===== src/mid_defines.svh =====
`ifndef MID_DEFINES_SVH
`define MID_DEFINES_SVH

// Word layout
`define MID_TOP 15:12
`define MID_SUB 11:8
`define MID_D_BIT 9
`define MID_A_BIT 8
`define MID_F 7:0
`define MID_B 11:9
`define MID_K 7:0
`define MID_KHI 3:0
`define MID_PTR 5:4
`define MID_N 10:0
`define MID_N_MSB 10
`define MID_FS 11:0
`define MID_MM 1:0
`define MID_CALL_S 8
`define MID_RET_S 0

// Opcode groups by top nibble
`define MID_OP_CTRL 4'h0
`define MID_OP_BYTE_LO 4'h1
`define MID_OP_BYTE_HI 4'h5
`define MID_OP_LPTR 4'h6
`define MID_OP_BIT_LO 4'h7
`define MID_OP_BTEST 4'hA
`define MID_OP_LIT 4'hB
`define MID_OP_MOVE 4'hC
`define MID_OP_BRA 4'hD
`define MID_OP_CALL 4'hE
`define MID_CONT 4'hF
`define MID_SUB_TBL 4'h1
`define MID_SUB_RET 4'h2

// Reset / flush word and fixed bank
`define MID_NOP_WORD 16'hFFFF
`define MID_ACC_BANK 4'h0
`define MID_ZERO4 4'h0

// Instruction cycle phases
`define MID_PHASES 4
`define MID_PH_Q1 2'h0
`define MID_PH_Q2 2'h1
`define MID_PH_Q3 2'h2
`define MID_PH_Q4 2'h3

`endif


===== src/mid_pkg.sv =====
package mid_pkg;
`include "mid_defines.svh"

typedef enum logic [1:0] {
    CLS_BYTE = 2'b00,
    CLS_BIT = 2'b01,
    CLS_LIT = 2'b10,
    CLS_CTRL = 2'b11
} mid_class_e;

typedef enum logic [1:0] {
    ST_EXEC = 2'b00,
    ST_WORD2 = 2'b01,
    ST_FLUSH = 2'b10
} mid_state_e;

typedef enum logic [1:0] {
    TBL_NONE = 2'b00,
    TBL_POSTINC = 2'b01,
    TBL_POSTDEC = 2'b10,
    TBL_PREINC = 2'b11
} mid_tbl_e;

function automatic logic mid_is_cont(input logic [15:0] w);
    return w[`MID_TOP] == `MID_CONT;
endfunction

endpackage


===== src/mid_fields_if.sv =====
`timescale 1ns/1ps
`default_nettype none
interface mid_fields_if import mid_pkg::*; ();
    logic [15:0] word;
    mid_class_e cls;
    mid_tbl_e tbl;
    logic is_cont, is_dword, has_file, dest_file, acc_sel, is_test;
    logic pc_change, fast, is_move, is_call, is_ret, is_tbl, is_lptr;
    logic [7:0] f;
    logic [2:0] bnum;
    logic [7:0] k;
    logic [1:0] ptr;
    logic [10:0] n;
    modport split(input word, output cls, tbl, is_cont, is_dword, has_file, dest_file, acc_sel, is_test,
                  pc_change, fast, is_move, is_call, is_ret, is_tbl, is_lptr, f, bnum, k, ptr, n);
    modport user(output word, input cls, tbl, is_cont, is_dword, has_file, dest_file, acc_sel, is_test,
                 pc_change, fast, is_move, is_call, is_ret, is_tbl, is_lptr, f, bnum, k, ptr, n);
endinterface
`default_nettype wire


===== src/mid_phase_ctr.sv =====
`timescale 1ns/1ps
`default_nettype none
`include "mid_defines.svh"
module mid_phase_ctr import mid_pkg::*; #(
    parameter int PHASES = `MID_PHASES
) (
    input wire logic clk,
    input wire logic arst_n,
    output logic [1:0] phase,
    output logic last
);
    logic [1:0] ph_ff;
    logic [1:0] nxt_ph;

    if (PHASES != `MID_PHASES) begin : g_bad
        $error("mid_phase_ctr supports exactly four phases");
    end

    always_comb begin
        nxt_ph = (ph_ff == `MID_PH_Q4) ? `MID_PH_Q1 : ph_ff + 2'h1;
    end

    always_ff @(posedge clk or negedge arst_n) begin
        if (!arst_n) begin
            ph_ff <= `MID_PH_Q1;
        end else begin
            ph_ff <= nxt_ph;
        end
    end

    assign phase = ph_ff;
    assign last = (ph_ff == `MID_PH_Q4);
endmodule
`default_nettype wire


===== src/mid_word_split.sv =====
`timescale 1ns/1ps
`default_nettype none
`include "mid_defines.svh"
module mid_word_split import mid_pkg::*; (
    mid_fields_if.split fi
);
    always_comb begin
        logic [3:0] top;
        logic [3:0] sub;
        top = fi.word[`MID_TOP];
        sub = fi.word[`MID_SUB];
        fi.f = fi.word[`MID_F];
        fi.dest_file = fi.word[`MID_D_BIT];
        fi.acc_sel = fi.word[`MID_A_BIT];
        fi.bnum = fi.word[`MID_B];
        fi.k = fi.word[`MID_K];
        fi.ptr = fi.word[`MID_PTR];
        fi.n = fi.word[`MID_N];
        fi.tbl = mid_tbl_e'(fi.word[`MID_MM]);
        fi.is_cont = mid_is_cont(fi.word);
        fi.is_move = (top == `MID_OP_MOVE);
        fi.is_call = (top == `MID_OP_CALL);
        fi.is_lptr = (top == `MID_OP_LPTR);
        fi.is_ret = (top == `MID_OP_CTRL) && (sub == `MID_SUB_RET);
        fi.is_tbl = (top == `MID_OP_CTRL) && (sub == `MID_SUB_TBL);
        fi.is_test = (top == `MID_OP_BTEST);
        fi.fast = fi.is_call ? fi.word[`MID_CALL_S] : fi.word[`MID_RET_S];
        fi.is_dword = fi.is_move || fi.is_call || fi.is_lptr;
        fi.pc_change = fi.is_call || fi.is_ret || (top == `MID_OP_BRA);
        fi.has_file = ((top >= `MID_OP_BYTE_LO) && (top <= `MID_OP_BTEST)) || fi.is_move;
        if (((top >= `MID_OP_BYTE_LO) && (top <= `MID_OP_BYTE_HI)) || fi.is_move) begin
            fi.cls = CLS_BYTE;
        end else if ((top >= `MID_OP_BIT_LO) && (top <= `MID_OP_BTEST)) begin
            fi.cls = CLS_BIT;
        end else if (fi.is_lptr || (top == `MID_OP_LIT)) begin
            fi.cls = CLS_LIT;
        end else begin
            fi.cls = CLS_CTRL;
        end
    end
endmodule
`default_nettype wire


===== src/mid_decode.sv =====
//
// Behaviour
// - Instructions are one 16-bit word except three that span two consecutive words.
// - Byte instructions give the datapath a file address, a destination bit and an access bit.
// - Destination 0 writes the accumulator and destination 1 writes the addressed file register.
// - Bit instructions give a file address, a bit number and the access bit.
// - Literal instructions give an immediate, maybe a pointer select, or nothing.
// - Control instructions give a program address, a fast-mode bit, a table mode, or nothing.
// - A continuation word has its four top bits all ones.
// - One cycle per instruction, plus a no-operation cycle on a true test or a program counter change.
// - Double-word instructions take two instruction cycles.
// - Each instruction cycle is four clock periods counted by a four-phase counter.
// - A file operand is always read first, then modified, then stored.
// - The forced read triggers read side effects in the file space before any write back.
// - Access bit 0 uses the fixed access bank and ignores the bank select register, 1 uses it.
// - Fast mode 1 saves or restores shadow copies on call or return, 0 leaves them.
// - Table mode picks no change, post-increment, post-decrement or pre-increment.
// - The file address field of byte and bit instructions is 8 bits wide.
`timescale 1ns/1ps
`default_nettype none
`include "mid_defines.svh"
module mid_decode import mid_pkg::*; (
    input wire logic clk,
    input wire logic arst_n,
    input wire logic [15:0] fetch_word,
    input wire logic [3:0] bank_select_register,
    input wire logic skip_true,
    output logic [1:0] q_phase,
    output mid_class_e exec_class,
    output logic [11:0] file_addr,
    output logic acc_sel,
    output logic [2:0] bit_num,
    output logic [11:0] literal,
    output logic [1:0] ptr_sel,
    output logic [19:0] prog_addr,
    output logic fast_mode,
    output mid_tbl_e tbl_mode,
    output logic rd_strobe,
    output logic wr_working_accumulator,
    output logic wr_file,
    output logic tbl_inc,
    output logic tbl_dec,
    output logic shadow_save,
    output logic shadow_restore,
    output logic pc_load,
    output logic nop_cycle,
    output logic word2_cycle
);
    mid_fields_if fi ();

    mid_state_e state_ff, nxt_state;
    logic [15:0] ir_ff, nxt_ir;
    logic [15:0] w2_ff, nxt_w2;
    logic ph_last;
    logic [3:0] bank;

    mid_class_e cls_ff, nxt_cls;
    mid_tbl_e tbl_ff, nxt_tbl;
    logic [11:0] addr_ff, nxt_addr;
    logic [11:0] lit_ff, nxt_lit;
    logic [19:0] prog_ff, nxt_prog;
    logic [2:0] bit_ff, nxt_bit;
    logic [1:0] ptr_ff, nxt_ptr;
    logic acc_ff, nxt_acc;
    logic fast_ff, nxt_fast;
    logic rd_ff, nxt_rd;
    logic working_accumulator_ff, nxt_working_accumulator;
    logic wfile_ff, nxt_wfile;
    logic inc_ff, nxt_inc;
    logic dec_ff, nxt_dec;
    logic save_ff, nxt_save;
    logic rest_ff, nxt_rest;
    logic pcl_ff, nxt_pcl;
    logic nop_ff, nxt_nop;
    logic w2c_ff, nxt_w2c;

    mid_phase_ctr #(
        .PHASES(`MID_PHASES)
    ) u_phase (
        .clk(clk),
        .arst_n(arst_n),
        .phase(q_phase),
        .last(ph_last)
    );

    assign fi.word = ir_ff;

    mid_word_split u_split (
        .fi(fi)
    );

    // Sequencer
    always_comb begin
        nxt_state = state_ff;
        nxt_ir = ir_ff;
        nxt_w2 = w2_ff;
        if (ph_last) begin
            case (state_ff)
                ST_EXEC: begin
                    if (fi.is_dword) begin
                        nxt_state = ST_WORD2;
                        nxt_w2 = fetch_word;
                    end else if (fi.pc_change || (fi.is_test && skip_true)) begin
                        nxt_state = ST_FLUSH;
                        nxt_ir = `MID_NOP_WORD;
                    end else begin
                        nxt_ir = fetch_word;
                    end
                end
                ST_WORD2: begin
                    if (fi.pc_change) begin
                        nxt_state = ST_FLUSH;
                        nxt_ir = `MID_NOP_WORD;
                    end else begin
                        nxt_state = ST_EXEC;
                        nxt_ir = fetch_word;
                    end
                end
                ST_FLUSH: begin
                    nxt_state = ST_EXEC;
                    nxt_ir = fetch_word;
                end
                default: begin
                    nxt_state = ST_EXEC;
                    nxt_ir = `MID_NOP_WORD;
                end
            endcase
        end
    end

    always_ff @(posedge clk or negedge arst_n) begin
        if (!arst_n) begin
            state_ff <= ST_EXEC;
            ir_ff <= `MID_NOP_WORD;
            w2_ff <= `MID_NOP_WORD;
        end else begin
            state_ff <= nxt_state;
            ir_ff <= nxt_ir;
            w2_ff <= nxt_w2;
        end
    end

    assign bank = fi.acc_sel ? bank_select_register : `MID_ACC_BANK;

    // Datapath controls
    always_comb begin
        nxt_cls = fi.cls;
        nxt_tbl = fi.tbl;
        nxt_bit = fi.bnum;
        nxt_ptr = fi.ptr;
        nxt_acc = fi.acc_sel;
        nxt_fast = fi.fast;
        nxt_addr = fi.is_move ? ir_ff[`MID_FS] : {bank, fi.f};
        nxt_lit = fi.is_lptr ? {ir_ff[`MID_KHI], w2_ff[`MID_K]} : {`MID_ZERO4, fi.k};
        nxt_prog = fi.is_call ? {w2_ff[`MID_FS], fi.k} : {{9{fi.n[`MID_N_MSB]}}, fi.n};
        nxt_rd = 1'b0;
        nxt_working_accumulator = 1'b0;
        nxt_wfile = 1'b0;
        nxt_inc = 1'b0;
        nxt_dec = 1'b0;
        nxt_save = 1'b0;
        nxt_rest = 1'b0;
        nxt_pcl = 1'b0;
        nxt_nop = (state_ff == ST_FLUSH) || (state_ff == ST_EXEC && fi.is_cont);
        nxt_w2c = (state_ff == ST_WORD2);
        case (state_ff)
            ST_EXEC: begin
                if (!fi.is_cont) begin
                    if (q_phase == `MID_PH_Q2 && fi.has_file) begin
                        nxt_rd = 1'b1;
                    end
                    if (q_phase == `MID_PH_Q2 && fi.is_tbl && fi.tbl == TBL_PREINC) begin
                        nxt_inc = 1'b1;
                    end
                    if (ph_last) begin
                        if (fi.cls == CLS_BYTE && !fi.is_move) begin
                            nxt_wfile = fi.dest_file;
                            nxt_working_accumulator = !fi.dest_file;
                        end else if (fi.cls == CLS_BIT && !fi.is_test) begin
                            nxt_wfile = 1'b1;
                        end
                        if (fi.is_tbl) begin
                            nxt_inc = (fi.tbl == TBL_POSTINC);
                            nxt_dec = (fi.tbl == TBL_POSTDEC);
                        end
                        if (fi.pc_change && !fi.is_call) begin
                            nxt_pcl = 1'b1;
                        end
                        nxt_rest = fi.is_ret && fi.fast;
                    end
                end
            end
            ST_WORD2: begin
                if (fi.is_move) begin
                    nxt_addr = w2_ff[`MID_FS];
                end
                if (ph_last) begin
                    nxt_wfile = fi.is_move;
                    nxt_pcl = fi.is_call;
                    nxt_save = fi.is_call && fi.fast;
                end
            end
            default: begin
                nxt_cls = CLS_CTRL;
            end
        endcase
    end

    always_ff @(posedge clk or negedge arst_n) begin
        if (!arst_n) begin
            cls_ff <= CLS_CTRL;
            tbl_ff <= TBL_NONE;
            addr_ff <= 12'h000;
            lit_ff <= 12'h000;
            prog_ff <= 20'h0_0000;
            bit_ff <= 3'h0;
            ptr_ff <= 2'h0;
            acc_ff <= 1'b0;
            fast_ff <= 1'b0;
            rd_ff <= 1'b0;
            working_accumulator_ff <= 1'b0;
            wfile_ff <= 1'b0;
            inc_ff <= 1'b0;
            dec_ff <= 1'b0;
            save_ff <= 1'b0;
            rest_ff <= 1'b0;
            pcl_ff <= 1'b0;
            nop_ff <= 1'b1;
            w2c_ff <= 1'b0;
        end else begin
            cls_ff <= nxt_cls;
            tbl_ff <= nxt_tbl;
            addr_ff <= nxt_addr;
            lit_ff <= nxt_lit;
            prog_ff <= nxt_prog;
            bit_ff <= nxt_bit;
            ptr_ff <= nxt_ptr;
            acc_ff <= nxt_acc;
            fast_ff <= nxt_fast;
            rd_ff <= nxt_rd;
            working_accumulator_ff <= nxt_working_accumulator;
            wfile_ff <= nxt_wfile;
            inc_ff <= nxt_inc;
            dec_ff <= nxt_dec;
            save_ff <= nxt_save;
            rest_ff <= nxt_rest;
            pcl_ff <= nxt_pcl;
            nop_ff <= nxt_nop;
            w2c_ff <= nxt_w2c;
        end
    end

    assign exec_class = cls_ff;
    assign tbl_mode = tbl_ff;
    assign file_addr = addr_ff;
    assign literal = lit_ff;
    assign prog_addr = prog_ff;
    assign bit_num = bit_ff;
    assign ptr_sel = ptr_ff;
    assign acc_sel = acc_ff;
    assign fast_mode = fast_ff;
    assign rd_strobe = rd_ff;
    assign wr_working_accumulator = working_accumulator_ff;
    assign wr_file = wfile_ff;
    assign tbl_inc = inc_ff;
    assign tbl_dec = dec_ff;
    assign shadow_save = save_ff;
    assign shadow_restore = rest_ff;
    assign pc_load = pcl_ff;
    assign nop_cycle = nop_ff;
    assign word2_cycle = w2c_ff;
endmodule
`default_nettype wire


===== config.mk =====
export PLATFORM = sky130hd
export DESIGN_NAME = mid_decode
export DESIGN_NICKNAME = d
export VERILOG_FILES = /design/src/mid_pkg.sv /design/src/mid_fields_if.sv /design/src/mid_phase_ctr.sv /design/src/mid_word_split.sv /design/src/mid_decode.sv
export VERILOG_INCLUDE_DIRS = /design/src /design/src/src
export SDC_FILE = /design/constraint.sdc
export NUM_CORES = 1
export LEC_CHECK = 0
export BUFFER_PORTS_ARGS = -buffer_cell sky130_fd_sc_hd__buf_2
export CORE_ASPECT_RATIO = 1.25
export CORE_MARGIN = 2
export CORE_UTILIZATION = 40
export CTS_CLUSTER_SIZE = 20
export DETAILED_ROUTE_END_ITERATION = 16
export MAX_ROUTING_LAYER = met4
export SLEW_MARGIN = 40
export SYNTH_ARGS = -nofsm -noshare
export SYNTH_HDL_FRONTEND = slang
export SYNTH_SLANG_ARGS = --single-unit

===== constraint.sdc =====
create_clock -name clk -period 5.7 [get_ports clk]
set_clock_uncertainty 0.2 [all_clocks]
set_input_delay 1.14 -clock clk [delete_from_list [all_inputs] [get_ports clk]]
set_output_delay 1.14 -clock clk [all_outputs]
set_load 0.1 [all_outputs]

# Yosys cells after proc, flatten, opt, wreduce, memory -nomap -nowiden
# Index checks and enable logic that the tools add are counted.
[totals]
regBits = 97
in_bits = 23
out_inout_bits = 67
[classes]
n_addsub = 1
magnitude_cmp = 4
eq_ne = 19
n_mux = 52
reduce_logical = 35
[ops]
columns = ["operator", "count"]
rows = [
  ["12-bit 2-to-1 mux", 4],
  ["16-bit 2-to-1 mux", 3],
  ["16-bit one-hot mux with 3 select lines", 1],
  ["1-bit 2-to-1 mux", 32],
  ["4-bit equality test (second input constant)", 6],
  ["20-bit 2-to-1 mux", 1],
  ["1-bit logical AND", 15],
  ["2-bit 2-to-1 mux", 7],
  ["1-bit logical OR", 9],
  ["2-bit by 1-bit equality test with 1-bit output (second input constant)", 4],
  ["2-bit equality test (second input constant)", 4],
  ["4-bit by 1-bit equality test with 1-bit output (second input constant)", 1],
  ["4-bit by 2-bit equality test with 1-bit output (second input constant)", 1],
  ["4-bit by 3-bit equality test with 1-bit output (second input constant)", 1],
  ["4-bit by 1-bit >= comparator with 1-bit output (second input constant)", 1],
  ["4-bit by 3-bit >= comparator with 1-bit output (second input constant)", 1],
  ["4-bit by 3-bit less-or-equal comparator with 1-bit output (second input constant)", 1],
  ["4-bit less-or-equal comparator (second input constant)", 1],
  ["1-bit logical NOT", 4],
  ["2-bit logical NOT", 2],
  ["4-bit logical NOT", 1],
  ["4-bit 2-to-1 mux", 1],
  ["1-bit one-hot mux with 2 select lines", 2],
  ["2-bit one-hot mux with 2 select lines", 1],
  ["other kinds (6)", 7],
]

# Depth between registers and ports, before layout
[depth]
depth_word = 12
mapped_depth = 7
ltp_nobuf = 5

# Hierarchy
# From an unflattened synthesis, not the netlist that was laid out.
[unflattened]
cells_unflattened = 365
area_unflattened_um2 = 4342.9
[modules_own_cells]
columns = ["module", "instances", "cells_per_inst", "area_each_um2"]
rows = [
  ["mid_decode", 1, 293, 3777.4],
  ["mid_word_split", 1, 68, 499.2],
  ["mid_phase_ctr", 1, 4, 66.3],
]

# Least setup slack after synthesis
# Ideal clock, no wire load.
[synth_timing]
path_kind = "register to register"
from = "reg u_phase.ph_ff[0] (netlist: u_phase.phase[0])"
to = "reg w2_ff[10]"
setup_ns = 0.085
arrival_ns = 2.421
required_ns = 5.415
setup_slack_ns = 2.995
path_stages_with_launch = 7
n_path_buf = 2
cell_sequence = "dfrtp_1 -> ha_1 -> buf_2 -> inv_1 -> nor4_4 -> buf_4 -> mux2_1"
[synth_via]
elab_chain_cells = 2
[synth_lines]
columns = ["item", "line_no", "source"]
rows = [
  ["start, declared", "mid_phase_ctr.sv:12", "logic [1:0] ph_ff;"],
  ["start signal, assigned", "mid_phase_ctr.sv:25", "ph_ff <= `MID_PH_Q1;"],
  ["start signal, assigned", "mid_phase_ctr.sv:27", "ph_ff <= nxt_ph;"],
  ["2-bit equality test (no source line)", "-", ""],
  ["3-bit AND reduction (no source line)", "-", ""],
  ["end signal, assigned", "mid_decode.sv:135", "w2_ff <= `MID_NOP_WORD;"],
  ["end signal, assigned", "mid_decode.sv:139", "w2_ff <= nxt_w2;"],
  ["end, declared", "mid_decode.sv:53", "logic [15:0] w2_ff, nxt_w2;"],
]
# Every way passes these cells.
# A chain may end at the register's enable or synchronous reset.

# Worst setup path in the final report
[layout_timing]
from = "reg cls_ff[1] (netlist: exec_class[1])"
to = "out exec_class[1]"
[layout_rtl]
columns = ["item", "line_no", "source"]
rows = [
  ["start, declared", "mid_decode.sv:57", "mid_class_e cls_ff, nxt_cls;"],
  ["start signal, assigned", "mid_decode.sv:231", "cls_ff <= nxt_cls;"],
  ["end, declared", "mid_decode.sv:29", "output mid_class_e exec_class,"],
]
# No word-level cell between the ends.

==> impl_summary.md <==
Clock tree
TritonCTS built the clock tree. The CTS clock-pin slew for the worst setup and hold paths is 60 ps. No sink is reached through more buffers than the 2 on the longest clock path. The H-tree generated during clock tree synthesis spans 3 levels.

Clock tree synthesis selected as its root buffer the cell clkbuf_16. For the worst-skew pair, the clock arrives at the later sink with an insertion delay of 340 ps. The number of gates resized after CTS was 0.

The number of sinks driven by the clock tree is 93. In this run, CTS created clock tree buffers numbering 9. Post-CTS timing repair inserted 0 buffers for setup. For this design, the CTS-stage hold fixing added 0 buffers.

Floorplan
The placeable core region is about 9200 um2. From left edge to right edge, the die measures a little over 90 um. The floorplan step defined a die boundary enclosing around 10,000 um2. The initial utilization of the core area, before any placement, comes to 0.4134. Pin placement for this block handled 90 I/O pins. Measured along the y axis, the die boundary spans approximately 110 um. After floorplanning, the core was divided into 39 placement rows.

Global route
The number of antenna violations at the first check in global routing is 0. For this run, the total global-route usage over all layers was measured as 0.1782. Entering global routing, the biggest net connects 52 pins. The via count of the first global-routing pass is ~2,600. The global-route wire length before repair is about 14,000 um. The total overflow left after global routing is 0.

STA
Based on the critical path, the design can be clocked at up to 382.1 MHz. The total count of max-transition violations in the final report is 0. The final-report hold violation count is 0. In this run the tightest slew margin relative to its limit is 0.4542. After layout, the worst setup slack is 3083 ps. At the pin with the least slew margin, the transition time is 818.7 ps. In the finished design, the share of the clock period the worst path needs comes to 0.4592.

Hold timing on the final database bottoms out at a slack of 224.6 ps. Setup repair after global routing left no endpoint under its margin. The total of endpoints with negative setup slack in the final report is 0.

The setup TNS is 0 ps. The worst path in the final design needs a cycle of 2617 ps, including I/O delays and setup.

Placement
The placement-stage cell area is 4318 um2. The weighted congestion at the end of routability-driven global placement is 0.8520. Detailed placement finished with a half-perimeter wire length of 5716 um.

The count of buffers inserted at the top-level ports is 89. The post-placement setup slack is 3246 ps.

Worst setup path
The category of the worst setup path launch point is a flop. The data required time of the worst path is 4360 ps. The largest delay contributor family on the critical path is flip-flops. At the worst endpoint, the arrival time is 1280 ps. Counting both buffers and inverters, the worst setup path holds a total of 1. Of all nets on the critical path, the largest fanout is 1. The delay of the slowest cell on the worst path is between 500 and 600 ps.

The master of the slowest instance on the critical path is dfstp_2. The worst setup path is captured at an output port. The critical path class is flop to output port. Walking the worst path, the cells encountered are buf_2.

Job
The number of max-cap violations is 0.

Yosys
The per-instance average area after synthesis is between 10 and 15 um2. For this run, the register share of the synthesized area comes to 0.6206. After synthesis the netlist holds a flip-flop and latch count of 93. Counting every instance in the synthesized netlist gives 294.

The number of synthesis warnings is 0. The number of enable-type register cells in the synthesized netlist is 0. The number of distinct library cells after synthesis is 44. The number of nets in the synthesized netlist is around 320. In the synthesized netlist the async set-or-reset flop fraction comes to 1.000. The post-synth design cell area is approximately 3800 um2. The most instantiated flip-flop cell in the synthesis netlist is dfrtp_1.

Routing
For this run, design rule violations remaining after detail routing come to 0. The routed layout has 2,499 vias. The final routed wirelength across all metal layers is 8367 um.

The pre-antenna-repair detailed-routing pass consisted of 5 iterations. The DRC marker count from the first detailed-route iteration is approximately 100. In this run the remaining antenna-violating nets after routing total 0. The ratio of routed vias to standard cells is 4.958.

After detailed routing, the average wire length per cell comes to 16.60 um.

Min path
In this run the worst hold path is classified as flop to flop.

Outcome
The flow ran to the end, and the final reports show no timing, DRC or antenna violations.

Layout
In the final layout, the share of cells above drive strength 1 is 0.4094. The number of antenna diodes in the final layout is 0. After the last flow step, the layout net total stands at 401. The fill cell total of the finished layout is around 860. After routing the design area is 4632 um2. The synthesis-to-finish area growth is 21.50%.
==> through the flow <==
stage,cells,util
floorplan,294,-
global placement,487,0.4662
detailed placement,488,0.4682
CTS,504,0.5022
global route,504,0.5022
finish,504,0.5022
==> final cells by class <==
type | count | area [um2] | share of cell area
flip-flops and latches | 93 | 2366 | 0.5108
multi-input cells | 175 | 1309 | 0.2826
repair buffers | 91 | 466.7 | 0.1008
clock buffers | 14 | 254.0 | 0.05484
well taps | 123 | 153.9 | 0.03323
clock inverters | 2 | 60.06 | 0.01297
inverters | 6 | 22.52 | 0.004862
==> layout by cell type (no fill, tap or decap), drive strengths merged <==
cell type	netlist	final
o221ai	1	1
bufinv	0	2
mux2	31	31
dfstp	31	31
o21ai	12	12
nor3	2	2
and4bb	1	1
clkbuf	5	14
o21a	2	2
a22oi	1	1
and3	1	1
nand4b	1	1
nand3	4	4
nor2	23	23
a31oi	2	2
xnor2	1	1
nor4bb	1	1
nor2b	4	4
a21o	2	2
a2bb2oi	14	14
and4	1	1
or2	1	1
nor4	4	4
buf	15	91
nand2	42	42
or4	1	1
dfrtp	62	62
or4b	1	1
nor4b	2	2
a21oi	3	3
maj3	2	2
xor2	2	2
inv	6	6
a41oi	1	1
o31ai	1	1
and2	6	6
o22ai	2	2
a221o	1	1
ha	2	2
==> path summary, 6_finish.rpt <==
path	from	to	slack [ps]	cells past startpoint
setup reg to reg	u_phase.phase[0]	w2_ff[11]	3270	5
min in group asynchronous	arst_n	file_addr[10]	620	1
setup / recovery	exec_class[1]	exec_class[1]	3080	1
hold reg to reg	fi.word[2]	prog_addr[2]	220	0
hold / removal	fi.word[2]	prog_addr[2]	220	0
max in group asynchronous	arst_n	fi.word[3]	3690	2
==> per-layer routing <==
metal | GRT usage | part of all wire | vias up
met5 | - | 0 | -
met3 | 0.03662 | 0.035 | 8
li1 | - | - | 1175
met1 | 0.2117 | 0.42 | 1254
met4 | 0.07273 | 0.013 | 0
met2 | 0.2973 | 0.53 | 62
==> logic make-up after synthesis <==
group / count (synthesis) / share of synthesized area
AND/OR/NAND/NOR: 95 / 0.1237
flip-flops: 93 / 0.6206
multiplexers: 31 / 0.09156
XOR/XNOR: 3 / 0.006893
AO/OA/AOI/OAI: 42 / 0.1067
adder cells (fa/ha/maj): 4 / 0.01181
buffers and inverters: 26 / 0.03873
==> flip-flops by register name (all words and copies together), names as in the netlist <==
name	flops
word2_cycle	1
wr_working_accumulator	1
w2_ff	12
ptr_sel	1
file_addr	12
rd_strobe	1
exec_class	2
state_ff	2
prog_addr	19
literal	12
fi.word	16
acc_sel	1
tbl_dec	1
shadow_restore	1
tbl_inc	1
shadow_save	1
fast_mode	1
u_phase.phase	2
nop_cycle	1
bit_num	3
wr_file	1
pc_load	1
==> synth_stat cells, drive strengths merged, types with 2 or more instances <==
cell	count	area share
o21ai	12	0.018
buf	15	0.028
nor2b	4	0.0066
maj3	2	0.0053
o21a	2	0.0039
xor2	2	0.0046
dfstp	31	0.21
ha	2	0.0066
a31oi	2	0.0033
nor4	4	0.011
nor2	23	0.023
nand2	42	0.041
nor4b	2	0.0046
inv	6	0.0059
and2	6	0.0098
dfrtp	62	0.41
o22ai	2	0.011
nand3	4	0.0053
mux2	31	0.092
a2bb2oi	14	0.049
a21o	2	0.0039
clkbuf	5	0.0049
nor3	2	0.0026
a21oi	3	0.0039
Power is not shown: default switching activity piles up to over one toggle a cycle in this logic, so the estimate is an artifact.
